$ cat src/verilog/hall_diag_pkg.sv
// Shared constants and carrier types for the diagnostic and conversion block
package hall_diag_pkg;
   localparam logic [7:0] DIAG_STATUS_OFFSET = 8'h1c;
   localparam logic [7:0] DIAG_STATUS_RESET  = 8'h10;
   localparam int PIN_READBACK_BIT  = 4;
   localparam int CLOCK_FAULT_BIT   = 3;
   localparam int IRQ_FAULT_BIT     = 2;
   localparam int TRIM_CRC_BIT      = 1;
   localparam int UNDERVOLTAGE_BIT  = 0;
   localparam logic [4:0] STICKY_MASK = 5'h0f;

   localparam logic [1:0] MODE_TRIGGERED  = 2'h0;
   localparam logic [1:0] MODE_CONTINUOUS = 2'h2;
   localparam logic [1:0] COMP_NONE       = 2'h0;
   localparam logic [3:0] SEQ_XZX         = 4'hb;
   localparam logic [3:0] SEQ_YZY         = 4'hc;

   localparam logic [2:0] BAND_MIN_CODE = 3'h2;
   localparam logic [2:0] BAND_MAX_CODE = 3'h7;
   // Narrowest band width at lowest range, in microtesla
   localparam int BAND_BASE_UT = 156;

   localparam logic [1:0] DIR_ABOVE = 2'h0;
   localparam logic [1:0] DIR_BELOW = 2'h1;
   localparam logic [1:0] DIR_EXIT  = 2'h2;
   localparam logic [1:0] DIR_ENTER = 2'h3;

   // Stage durations in ns, cycle counts derived from 25 ns clock
   localparam int CLK_PERIOD_NS = 25;
   localparam int SPIN_TIME_NS  = 400;
   localparam int ADC_TIME_NS   = 400;
   localparam int TEMP_TIME_NS  = 400;
   localparam logic [7:0] SPIN_CYCLES = 8'((SPIN_TIME_NS + CLK_PERIOD_NS - 1) / CLK_PERIOD_NS);
   localparam logic [7:0] ADC_CYCLES  = 8'((ADC_TIME_NS + CLK_PERIOD_NS - 1) / CLK_PERIOD_NS);
   localparam logic [7:0] TEMP_CYCLES = 8'((TEMP_TIME_NS + CLK_PERIOD_NS - 1) / CLK_PERIOD_NS);

   typedef enum logic [1:0] {
      AXIS_X = 2'b00,
      AXIS_Y = 2'b01,
      AXIS_Z = 2'b10,
      AXIS_T = 2'b11
   } axis_type;

   typedef struct packed {
      logic       clock_fault;
      logic       irq_pin_fault;
      logic       trim_crc_fault;
      logic       undervoltage;
   } fault_event_type;

   typedef struct packed {
      logic        valid;
      axis_type    axis;
      logic [15:0] value;
   } sample_type;
endpackage

$ cat src/verilog/hall_sensor_diag_conversion_ctl.sv
// Diagnostic status register and conversion sequencer
// What this block does
// - Status bit mirrors read-back interrupt pin level
// - Readback bit resets high, then follows the pin
// - Sticky clock fault flag, write one clears
// - Sticky interrupt pin fault flag, W1C
// - Sticky trim memory CRC fault flag, W1C
// - Sticky supply undervoltage flag, W1C
// - Drift compensation code zero means none
// - Mode 10b converts continuously without trigger
// - Spin stage then ADC stage per sample
// - Spin stage overlaps previous ADC conversion
// - Temperature sampled at each new set
// - Mode 00b converts once per host trigger
// - Code 1011b sequences X, Z, X
// - XZX and YZY balance vertical axis noise
// - Limit check per axis, several together
// - Above, below, exit, enter band modes
// - Interrupt repeats every conversion while flagged
// - Band codes 010b-111b double in width
`timescale 1ns/1ps
`default_nettype none
module hall_sensor_diag_conversion_ctl (
   input  wire logic                          ref_clk,
   input  wire logic                          srst,
   input  wire logic                          reg_wr,
   input  wire logic                          reg_rd,
   input  wire logic [7:0]                    reg_addr,
   input  wire logic [7:0]                    reg_wdata,
   output logic      [7:0]                    reg_rdata,
   output logic                               reg_hit,
   input  wire hall_diag_pkg::fault_event_type fault_event,
   input  wire logic                          irq_pin_in,
   output logic                               irq_pin_out,
   output logic                               irq_pin_oe,
   input  wire logic [1:0]                    operating_mode,
   input  wire logic [3:0]                    axis_sequence_select,
   input  wire logic [1:0]                    magnet_drift_comp_select,
   input  wire logic                          host_trigger,
   input  wire logic                          pin_trigger_enable,
   input  wire logic [2:0]                    limit_axis_enable,
   input  wire logic [47:0]                   limit_threshold,
   input  wire logic [1:0]                    limit_direction_select,
   input  wire logic [2:0]                    limit_band_width_select,
   input  wire logic [15:0]                   adc_value,
   input  wire logic [15:0]                   temp_value,
   output logic                               spin_busy,
   output logic                               adc_busy,
   output hall_diag_pkg::sample_type          result,
   output logic      [15:0]                   temp_result,
   output logic                               drift_comp_active,
   output logic                               set_done
);
   typedef enum logic [1:0] {
      SEQ_IDLE = 2'b00,
      SEQ_TEMP = 2'b01,
      SEQ_RUN  = 2'b10,
      SEQ_WAIT = 2'b11
   } seq_state_type;

   typedef struct packed {
      logic [3:0]                flags;
      seq_state_type             seq;
      logic [7:0]                tcnt;
      logic [1:0]                slot;
      logic                      spin_act;
      logic [7:0]                spin_cnt;
      hall_diag_pkg::axis_type   spin_axis;
      logic                      spin_last;
      logic                      adc_act;
      logic [7:0]                adc_cnt;
      hall_diag_pkg::axis_type   adc_axis;
      logic                      adc_last;
      hall_diag_pkg::sample_type res;
      logic [15:0]               temp;
      logic                      done;
      logic                      irq;
      logic                      trig_prev;
   } ctl_state_type;

   ctl_state_type st_q;
   ctl_state_type st_d;
   logic          pin_level;
   logic [2:0]    axis_hit;
   logic [3:0]    clr_mask;
   logic [3:0]    ev_mask;
   logic [1:0]    seq_len;
   hall_diag_pkg::axis_type slot_axis;
   logic          pin_trig;

   pin_sync u_pin_sync (
      .ref_clk   (ref_clk),
      .srst      (srst),
      .pin_in    (irq_pin_in),
      .level_out (pin_level)
   );

   genvar g;
   generate
      for (g = 0; g < 3; g++) begin : gen_limit
         limit_checker u_chk (
            .ref_clk      (ref_clk),
            .srst         (srst),
            .sample_valid (st_q.res.valid && limit_axis_enable[g] && st_q.res.axis == hall_diag_pkg::axis_type'(g)),
            .sample_value (st_q.res.value),
            .threshold    (limit_threshold[16*g +: 16]),
            .direction    (limit_direction_select),
            .band_select  (limit_band_width_select),
            .hit          (axis_hit[g])
         );
      end
   endgenerate

   // Axis order per enable code
   always_comb begin
      seq_len   = 2'd0;
      slot_axis = hall_diag_pkg::AXIS_X;
      case (axis_sequence_select)
         hall_diag_pkg::SEQ_XZX: begin
            seq_len   = 2'd2;
            slot_axis = (st_q.slot == 2'd1) ? hall_diag_pkg::AXIS_Z : hall_diag_pkg::AXIS_X;
         end
         hall_diag_pkg::SEQ_YZY: begin
            seq_len   = 2'd2;
            slot_axis = (st_q.slot == 2'd1) ? hall_diag_pkg::AXIS_Z : hall_diag_pkg::AXIS_Y;
         end
         default: begin
            // Any other code converts X, Y, Z in order; the bits enable nothing
            seq_len   = 2'd2;
            slot_axis = hall_diag_pkg::axis_type'(st_q.slot);
         end
      endcase
   end

   assign ev_mask  = {fault_event.clock_fault, fault_event.irq_pin_fault,
                      fault_event.trim_crc_fault, fault_event.undervoltage};
   assign clr_mask = (reg_wr && reg_addr == hall_diag_pkg::DIAG_STATUS_OFFSET)
                     ? (reg_wdata[3:0] & hall_diag_pkg::STICKY_MASK[3:0]) : 4'h0;
   assign pin_trig = pin_trigger_enable && !pin_level && !st_q.irq;

   always_comb begin
      st_d      = st_q;
      st_d.done = 1'b0;
      st_d.res.valid = 1'b0;
      st_d.trig_prev = pin_trig;
      // Set wins over a same-cycle clear
      st_d.flags = (st_q.flags & ~clr_mask) | ev_mask;
      // Spin stage countdown, hands to ADC when ADC is free
      if (st_q.spin_act && st_q.spin_cnt != 8'h00) begin
         st_d.spin_cnt = st_q.spin_cnt - 8'h01;
      end
      if (st_q.adc_act) begin
         if (st_q.adc_cnt != 8'h00) begin
            st_d.adc_cnt = st_q.adc_cnt - 8'h01;
         end else begin
            st_d.adc_act   = 1'b0;
            st_d.res.valid = 1'b1;
            st_d.res.axis  = st_q.adc_axis;
            st_d.res.value = adc_value;
            st_d.done      = st_q.adc_last;
         end
      end
      if (st_q.spin_act && st_q.spin_cnt == 8'h00 && (!st_q.adc_act || st_q.adc_cnt == 8'h00)) begin
         st_d.spin_act = 1'b0;
         st_d.adc_act  = 1'b1;
         st_d.adc_cnt  = hall_diag_pkg::ADC_CYCLES - 8'h01;
         st_d.adc_axis = st_q.spin_axis;
         st_d.adc_last = st_q.spin_last;
      end
      case (st_q.seq)
         SEQ_IDLE: begin
            if (operating_mode == hall_diag_pkg::MODE_CONTINUOUS
                || (operating_mode == hall_diag_pkg::MODE_TRIGGERED
                    && (host_trigger || (pin_trig && !st_q.trig_prev)))) begin
               st_d.seq  = SEQ_TEMP;
               st_d.tcnt = hall_diag_pkg::TEMP_CYCLES - 8'h01;
            end
         end
         SEQ_TEMP: begin
            if (st_q.tcnt != 8'h00) begin
               st_d.tcnt = st_q.tcnt - 8'h01;
            end else begin
               st_d.temp = temp_value;
               st_d.slot = 2'd0;
               st_d.seq  = SEQ_RUN;
            end
         end
         SEQ_RUN: begin
            if (!st_d.spin_act) begin
               st_d.spin_act  = 1'b1;
               st_d.spin_cnt  = hall_diag_pkg::SPIN_CYCLES - 8'h01;
               st_d.spin_axis = slot_axis;
               st_d.spin_last = (st_q.slot == seq_len);
               st_d.slot      = st_q.slot + 2'd1;
               if (st_q.slot == seq_len) begin
                  st_d.seq = SEQ_WAIT;
               end
            end
         end
         SEQ_WAIT: begin
            if (st_d.done) begin
               st_d.seq = SEQ_IDLE;
            end
         end
         default: st_d.seq = SEQ_IDLE;
      endcase
      // Fresh pulse on every conversion while in flagged region
      st_d.irq = |axis_hit;
   end

   always_ff @(posedge ref_clk) begin
      if (srst) begin
         st_q         <= '0;
      end else begin
         st_q <= st_d;
      end
   end

   always_comb begin
      reg_hit   = reg_rd && reg_addr == hall_diag_pkg::DIAG_STATUS_OFFSET;
      reg_rdata = 8'h00;
      if (reg_hit) begin
         reg_rdata = {3'b000, pin_level, st_q.flags};
      end
   end

   assign irq_pin_out       = 1'b0;
   assign irq_pin_oe        = st_q.irq;
   assign spin_busy         = st_q.spin_act;
   assign adc_busy          = st_q.adc_act;
   assign result            = st_q.res;
   assign temp_result       = st_q.temp;
   assign drift_comp_active = magnet_drift_comp_select != hall_diag_pkg::COMP_NONE;
   assign set_done          = st_q.done;
endmodule
`default_nettype wire

$ cat src/verilog/pin_sync.sv
// Three-stage synchroniser with agreement filter for a pin input
`timescale 1ns/1ps
`default_nettype none
module pin_sync (
   input  wire logic ref_clk,
   input  wire logic srst,
   input  wire logic pin_in,
   output logic      level_out
);
   typedef struct packed {
      logic s1;
      logic s2;
      logic s3;
      logic lvl;
   } sync_state_type;

   sync_state_type st_q;
   sync_state_type st_d;

   always_comb begin
      st_d     = st_q;
      st_d.s1  = pin_in;
      st_d.s2  = st_q.s1;
      st_d.s3  = st_q.s2;
      // Change counts once second and third stage agree
      if (st_q.s2 == st_q.s3) begin
         st_d.lvl = st_q.s3;
      end
   end

   always_ff @(posedge ref_clk) begin
      if (srst) begin
         st_q <= 4'hf;
      end else begin
         st_q <= st_d;
      end
   end

   assign level_out = st_q.lvl;
endmodule
`default_nettype wire

$ cat src/verilog/limit_checker.sv
// Per-axis threshold compare with direction and hysteresis band
`timescale 1ns/1ps
`default_nettype none
module limit_checker (
   input  wire logic        ref_clk,
   input  wire logic        srst,
   input  wire logic        sample_valid,
   input  wire logic [15:0] sample_value,
   input  wire logic [15:0] threshold,
   input  wire logic [1:0]  direction,
   input  wire logic [2:0]  band_select,
   output logic             hit
);
   typedef struct packed {
      logic hit;
   } chk_state_type;

   chk_state_type st_q;
   chk_state_type st_d;
   logic [15:0]   half_band;
   logic signed [16:0] upper;
   logic signed [16:0] lower;
   logic          above;
   logic          below;

   always_comb begin
      half_band = 16'h0000;
      if (band_select >= hall_diag_pkg::BAND_MIN_CODE) begin
         // Width doubles per code step
         half_band = 16'(16'h0001 << (band_select - hall_diag_pkg::BAND_MIN_CODE));
      end
      upper = $signed({threshold[15], threshold}) + $signed({1'b0, half_band});
      lower = $signed({threshold[15], threshold}) - $signed({1'b0, half_band});
      above = $signed({sample_value[15], sample_value}) > upper;
      below = $signed({sample_value[15], sample_value}) < lower;
      st_d  = st_q;
      st_d.hit = 1'b0;
      if (sample_valid) begin
         case (direction)
            hall_diag_pkg::DIR_ABOVE: st_d.hit = above;
            hall_diag_pkg::DIR_BELOW: st_d.hit = below;
            hall_diag_pkg::DIR_EXIT:  st_d.hit = above || below;
            hall_diag_pkg::DIR_ENTER: st_d.hit = !above && !below;
            default:                  st_d.hit = 1'b0;
         endcase
      end
   end

   always_ff @(posedge ref_clk) begin
      if (srst) begin
         st_q <= 1'b0;
      end else begin
         st_q <= st_d;
      end
   end

   assign hit = st_q.hit;
endmodule
`default_nettype wire

$ cat config.mk
export PLATFORM = sky130hd
export DESIGN_NAME = hall_sensor_diag_conversion_ctl
export DESIGN_NICKNAME = d
export VERILOG_FILES = /design/src/verilog/hall_diag_pkg.sv /design/src/verilog/hall_sensor_diag_conversion_ctl.sv /design/src/verilog/pin_sync.sv /design/src/verilog/limit_checker.sv
export SDC_FILE = /design/constraint.sdc
export NUM_CORES = 1
export LEC_CHECK = 0
export ABC_CLOCK_PERIOD_IN_PS = 10050
export BUFFER_PORTS_ARGS = -buffer_cell sky130_fd_sc_hd__clkbuf_2
export CAP_MARGIN = 0
export CORE_MARGIN = 2
export CORE_UTILIZATION = 62
export DETAILED_ROUTE_END_ITERATION = 16
export GPL_ROUTABILITY_DRIVEN = 0
export PLACE_DENSITY = 0.95
export SLEW_MARGIN = 20
export SYNTH_ARGS = -nofsm -noshare
export SYNTH_HDL_FRONTEND = slang
export SYNTH_SLANG_ARGS = --single-unit
$ cat constraint.sdc
create_clock -name ref_clk -period 10.05 [get_ports ref_clk]
set_input_delay 1.005 -clock ref_clk [delete_from_list [all_inputs] [get_ports ref_clk]]
set_output_delay 1.005 -clock ref_clk [all_outputs]
set_load 0.01 [all_outputs]
## Yosys cells after proc, flatten, opt, wreduce, memory -nomap -nowiden

Cells that the tools add are included.

| word-level totals | value |
|---|---|
| register bits after elaboration | 85 |
| latch bits | 0 |
| bits in writable memories | 0 |
| bits in read-only memories | 0 |
| output and inout bits | 50 |
| word-level logic and storage cells | 169 |
| memories | 0 |

| cells by class | value |
|---|---|
| $add $sub $neg | 11 |
| $mul | 0 |
| divide/modulo/power cells | 0 |
| $lt $le $gt $ge | 7 |
| eq/ne operators | 21 |
| shifts and indexed selects | 1 |
| muxes and demuxes | 30 |
| bitwise logic cells | 10 |
| reduce and logical (&&, ||, !) cells | 62 |

Operators with widths:

| operator | number |
|---|---|
| $add 16x17->17 | 3 |
| $gt 16x17->1 | 3 |
| $lt 16x17->1 | 3 |
| $sub 16x17->17 | 3 |
| $mux 12 | 2 |
| $mux 8 | 3 |
| $reduce_bool 8->1 | 3 |
| $sub 8x1->8 const B | 3 |
| $mux 19 | 1 |
| $logic_and 1x1->1 | 18 |
| $logic_not 8->1 | 2 |
| $mux 16 | 1 |
| $pmux 8 s2 | 1 |
| $shl 1x3->16 const A | 1 |
| $eq 2x2->1 const B | 7 |
| $mux 14 | 1 |
| $mux 2 | 7 |
| $ne 2x2->1 const B | 6 |
| $pmux 1 s4 | 3 |
| $logic_not 1->1 | 10 |
| $mux 10 | 1 |
| $reduce_and 2->1 | 5 |
| $reduce_bool 2->1 | 5 |
| $reduce_or 2->1 | 5 |
| other kinds (22) | 45 |

## Logic depth before layout (Yosys ltp)

| logic depth | value |
|---|---|
| depth after elaboration | 9 |
| mapped depth | 22 |

## Modules after synthesis

A second synthesis with hierarchy kept.

| second synthesis, totals | value |
|---|---|
| cells, all modules | 1,192 |
| area total of the unflattened synthesis | 9,356.5 um^2 |

By module, submodules not included:

| module | times used | cells each | area an instance (um^2) |
|---|---|---|---|
| hall_sensor_diag_conversion_ctl | 1 | 439 | 3,772.4 |
| limit_checker (gen_limit[1].u_chk) | 1 | 262 | 1,901.8 |
| limit_checker (gen_limit[0].u_chk) | 1 | 243 | 1,786.7 |
| limit_checker (gen_limit[2].u_chk) | 1 | 238 | 1,780.5 |
| pin_sync | 1 | 10 | 115.1 |

## Least setup slack after synthesis

Ideal clock, no wire load.

| path | value |
|---|---|
| kind | input to register |
| start point | in limit_band_width_select[1] |
| end point | reg gen_limit[2].u_chk.st_q |
| setup time | 0.074 ns |
| arrival time | 5.421 ns |
| required time | 9.976 ns |
| slack | 4.555 ns |
| cell stages on the path | 19 |
| path buffers | 0 |
| path through | inv_1 > ha_1 > nand3_1 > inv_1 > fa_1 > nand2b_1 > a21oi_1 > o21bai_1 > a21oi_1 > o41ai_1 > nor2_1 > xnor2_1 > ha_1 > nand3_1 > or4_1 > or3_1 > a31oi_1 > or3b_2 > a31oi_1 |

| on the way | value |
|---|---|
| word-level cells in the longest chain between the ends | 8 |

Ends and longest elaborated chain:

| what | line | text |
|---|---|---|
| from (decl) | hall_sensor_diag_conversion_ctl.sv:44 | `input wire logic [2:0] limit_band_width_select,` |
| $sub 3x2->3 | limit_checker.sv:30 | `half_band = 16'(16'h0001 << (band_select - hall_diag_pkg::BAND_MIN_CODE));` |
| $shl 1x3->16 | limit_checker.sv:30 |  |
| $mux 16 (*) | limit_checker.sv:28 | `if (band_select >= hall_diag_pkg::BAND_MIN_CODE) begin` |
| $add 16x17->17 or $sub 16x17->17 (tied branches) | limit_checker.sv:32, limit_checker.sv:33 |  |
| $gt 16x17->1 or $lt 16x17->1 (tied branches) | limit_checker.sv:34, limit_checker.sv:35 |  |
| $logic_not 1->1 | limit_checker.sv:43 | `hall_diag_pkg::DIR_ENTER: st_d.hit = !above && !below;` |
| $logic_and 1x1->1 | limit_checker.sv:43 |  |
| $pmux 1 s4 (*) | limit_checker.sv:39 | `case (direction)` |
| to (signal assigned) | limit_checker.sv:53 | `st_q <= st_d;` |
| to (decl) | limit_checker.sv:18 | `chk_state_type st_q;` |

Every way passes the cells marked *; elsewhere a longest branch is shown, timed or not.
A chain may end at the register's enable or synchronous reset.

## Final worst setup path

| path | value |
|---|---|
| start point | in limit_band_width_select[1] |
| end point | reg gen_limit[0].u_chk.st_q |

| on the way | value |
|---|---|
| word-level cells in the longest chain between the ends | 8 |

Ends and longest elaborated chain:

| what | line |
|---|---|
| $sub 3x2->3 | limit_checker.sv:30 |
| $shl 1x3->16 | limit_checker.sv:30 |
| $mux 16 (*) | limit_checker.sv:28 |
| $add 16x17->17 or $sub 16x17->17 (tied branches) | limit_checker.sv:32, limit_checker.sv:33 |
| $gt 16x17->1 or $lt 16x17->1 (tied branches) | limit_checker.sv:34, limit_checker.sv:35 |
| $logic_not 1->1 | limit_checker.sv:43 |
| $logic_and 1x1->1 | limit_checker.sv:43 |
| $pmux 1 s4 (*) | limit_checker.sv:39 |
| to (signal assigned) | limit_checker.sv:53 |
| to (decl) | limit_checker.sv:18 |

Marked as above.

==> results.toml <==
[critical_path]
crit_type = "input pin to flop"
required_ns = 10.32
worstPathCellList = "clkbuf_2 -> inv_1 -> ha_1 -> nand2_1 -> nor3_1 -> ha_1 -> inv_1 -> fa_1 -> a21o_1 -> a21oi_1 -> o21bai_1 -> a2111oi_0 -> o21ai_0 -> o21ba_2 -> ha_1 -> nand4_1 -> nor3_1 -> o22ai_1 -> mux2i_1 -> or3b_2 -> a31oi_1"
arrival_ns = 6.48
crit_slowest_cell = "a2111oi_0"
critPathMaxFanout = 6
critPathMostFrequentCell = "ha_1"
cp-end-kind = "flop"
start_kind = "input pin"
max_stage_delay_ns = 0.82

[placement]
port_buffers = 164
dpl_cell_area_mm2 = 0.00977
dp.cells = 1460
place_hpwl_um = 19200

[sta]
worstMarginPinSlew_ns = 0.987
clock.fmax_mhz = 161
finalClockSkew_ns = 0.00987
maxSlewViolCount = 0
finalHoldViolCount = 0
whs_ns = 0.444
finalSetupViolCount = 0
period_needed_ns = 6.21
grt_setup_unrepaired = "no"
min_period_over_period_pct = 61.8
relSlewSlack_pct = 33.4
setup_tns_ns = 0

[clock_network]
cts_num_sinks = 85
post_cts_resized = 0
clockBufferDepth = 2
cts_buffers = 9
cts_hold_buf = 0
clock_latency_ns = 0.34
cts_tree = "built"
htree_levels = 3
cts_setup_buffers = 0
clk_pin_slew_ns = 0.07
clock_tree.root_cell = "clkbuf_16"

[logic_synthesis]
synthMuxAreaShare_pct = 0.793
syn_inst = 1184
synth_most_common_cell = "ha_1"
synth_xor_xnor_area_share_pct = 8.81
synth_cell_types = 69
synth-compound-area-share_pct = 18.2
ys_top_cells_by_count = "ha_1 (164), nand2_1 (122), a21oi_1 (116)"
yosysSeqAreaShare_pct = 18.6
synth_top_area_share_pct = 22.4
ys.flop_type = "dfxtp_1"
ys_ff_latch = 85
yosys-top-cells-area = "ha_1 (22%), dfxtp_1 (19%), a21oi_1 (6.3%)"
synthAdderAreaFrac_pct = 23.7
synthArstFlopShare_pct = 0
syn_area_per_cell_um2 = 7.73
synth-simple-area-share_pct = 22.1
synth_top_family_by_area = "adder cells"
yosys_warnings = 0
synth_edf_count = 0
netlist_area_mm2 = 0.00915
synth_top_cell_by_area = "ha_1"

[route]
wl_per_cell_um = 16.7
initialDrtViolationCount = 762
ant_nets = 0
drt_pass1_iterations = 7
viasPerCell = 6.10
vias = 9006
routed_wl_um = 24700
drc = 0

[finish]
final-instance-count-excl-fill = 1476
nFillCells = 1090
synthToLayoutAreaGrowth_pct = 10.2
fin_nets = 1580
final_cell_area_mm2 = 0.0101
layout-drive-gt1-share_pct = 15.6
antenna_cells = 0

[floorplanning]
ios = 173
core_area_mm2 = 0.0145
die_area_mm2 = 0.0157
fp-row-count = 44
die_h_um = 125
initial_utilization_pct = 63.2
die_w_um = 125

[power]
p_leak_nw = 4.65
power_density_mw_per_mm2 = 142
power_mw = 1.43
ir_worst_vdd_mv = 0.104

[global_routing]
antenna_found_initial = 0
grt_max_degree = 78
grt_util_all_layers_pct = 30.7
grt_pass1_wl_um = 40400
grt_pass1_vias = 8629
overflow = 0

[worst_hold_path]
hold_path.class = "flop to flop"

[outcome]
outcome = "complete, no violations"

[flow_run]
drv_cap = 0
report_power, final:
group	switching (mW)	internal (mW)
Sequential	0.0626	0.390
Clock	0.146	0.196
Combinational	0.383	0.252
registers in the layout, summed over array words and instances, names as in the netlist:
name	cells
spin_busy	1
temp_result	16
gen_limit.u_chk.hit	3
u_pin_sync.st_q	1
set_done	1
u_pin_sync.level_out	1
u_pin_sync.st_d	2
adc_busy	1
result	19
st_q	39
irq_pin_oe	1
path summary, 6_finish.rpt:
| kind | from | to | slack, ns | cells past startpoint |
|---|---|---|---|---|
| max | limit_band_width_select[1] | gen_limit[0].u_chk.hit$_SDFF_PP0_ | 3.84 | 21 |
| max reg2reg | result[15]$_SDFFE_PP0P_ | gen_limit[2].u_chk.hit$_SDFF_PP0_ | 7.03 | 7 |
| min | u_pin_sync.st_d[2]$_SDFF_PP1_ | u_pin_sync.st_d[1]$_SDFF_PP1_ | 0.44 | 1 |
| min reg2reg | u_pin_sync.st_d[2]$_SDFF_PP1_ | u_pin_sync.st_d[1]$_SDFF_PP1_ | 0.44 | 1 |
stage by stage:
step	setup slack, ns	utilization (%)
after floorplan	4.56	-
after global placement	3.84	67.5
after detailed placement	3.60	67.5
after CTS	3.90	69.6
after global routing	3.44	69.6
final	3.84	69.6
cell families (layout without fill, tap and decap cells):
family,after synthesis,count (layout)
buffers and inverters,144,249
AND/OR/NAND/NOR,415,415
flip-flops,85,85
other,1,4
AO/OA/AOI/OAI,270,270
adder cells (fa/ha/maj),170,170
XOR/XNOR,92,92
multiplexers,7,7
worst max-delay path, delay by kind of cell:
family | cells | cell delay (ns)
compound gates | 8 | 2.22
mux | 1 | 0.20
simple gates | 5 | 1.43
buf+inv | 3 | 0.26
fa+ha+maj | 4 | 1.36
routing by layer:
layer  global-route usage, %  up-vias  share of wire (%)
met1                    38.6     4157                 42
met5                       0        -                  0
li1                        -     4351                  -
met4                    10.8        0                2.9
met2                    52.5      430                 47
met3                    5.65       68                8.4
cell usage in the layout (no fill, tap or decap), types with 5 or more instances in the layout:
cell / instances
o21ai_0: 43
nand2_1: 122
or3_1: 6
nor2_1: 95
xor2_1: 36
o211ai_1: 11
a21oi_1: 116
mux2i_1: 5
a31oi_1: 10
a21o_1: 14
o31ai_1: 7
inv_1: 67
a211oi_1: 15
or2_2: 8
nand3_1: 39
nor3_1: 38
clkbuf_2: 164
dfxtp_1: 85
nor2b_1: 20
nand4_1: 15
xnor2_1: 56
and3_1: 10
ha_1: 164
or4_1: 5
nor4_1: 11
a311oi_1: 7
nand2b_1: 11
clkbuf_16: 9
and2_1: 13
o21bai_1: 8
fa_1: 6
cell type report:
class / instances / area (µm²) / area share, %
Tap cell: 184 / 230 / 2.28
Clock buffer: 9 / 225 / 2.23
Sequential cell: 85 / 1700 / 16.9
Inverter: 67 / 251 / 2.49
Clock inverter: 7 / 85.1 / 0.844
Multi-Input combinational cell: 958 / 6750 / 67.0
Timing Repair Buffer: 166 / 836 / 8.29
Power figures use the tool's default switching activity.
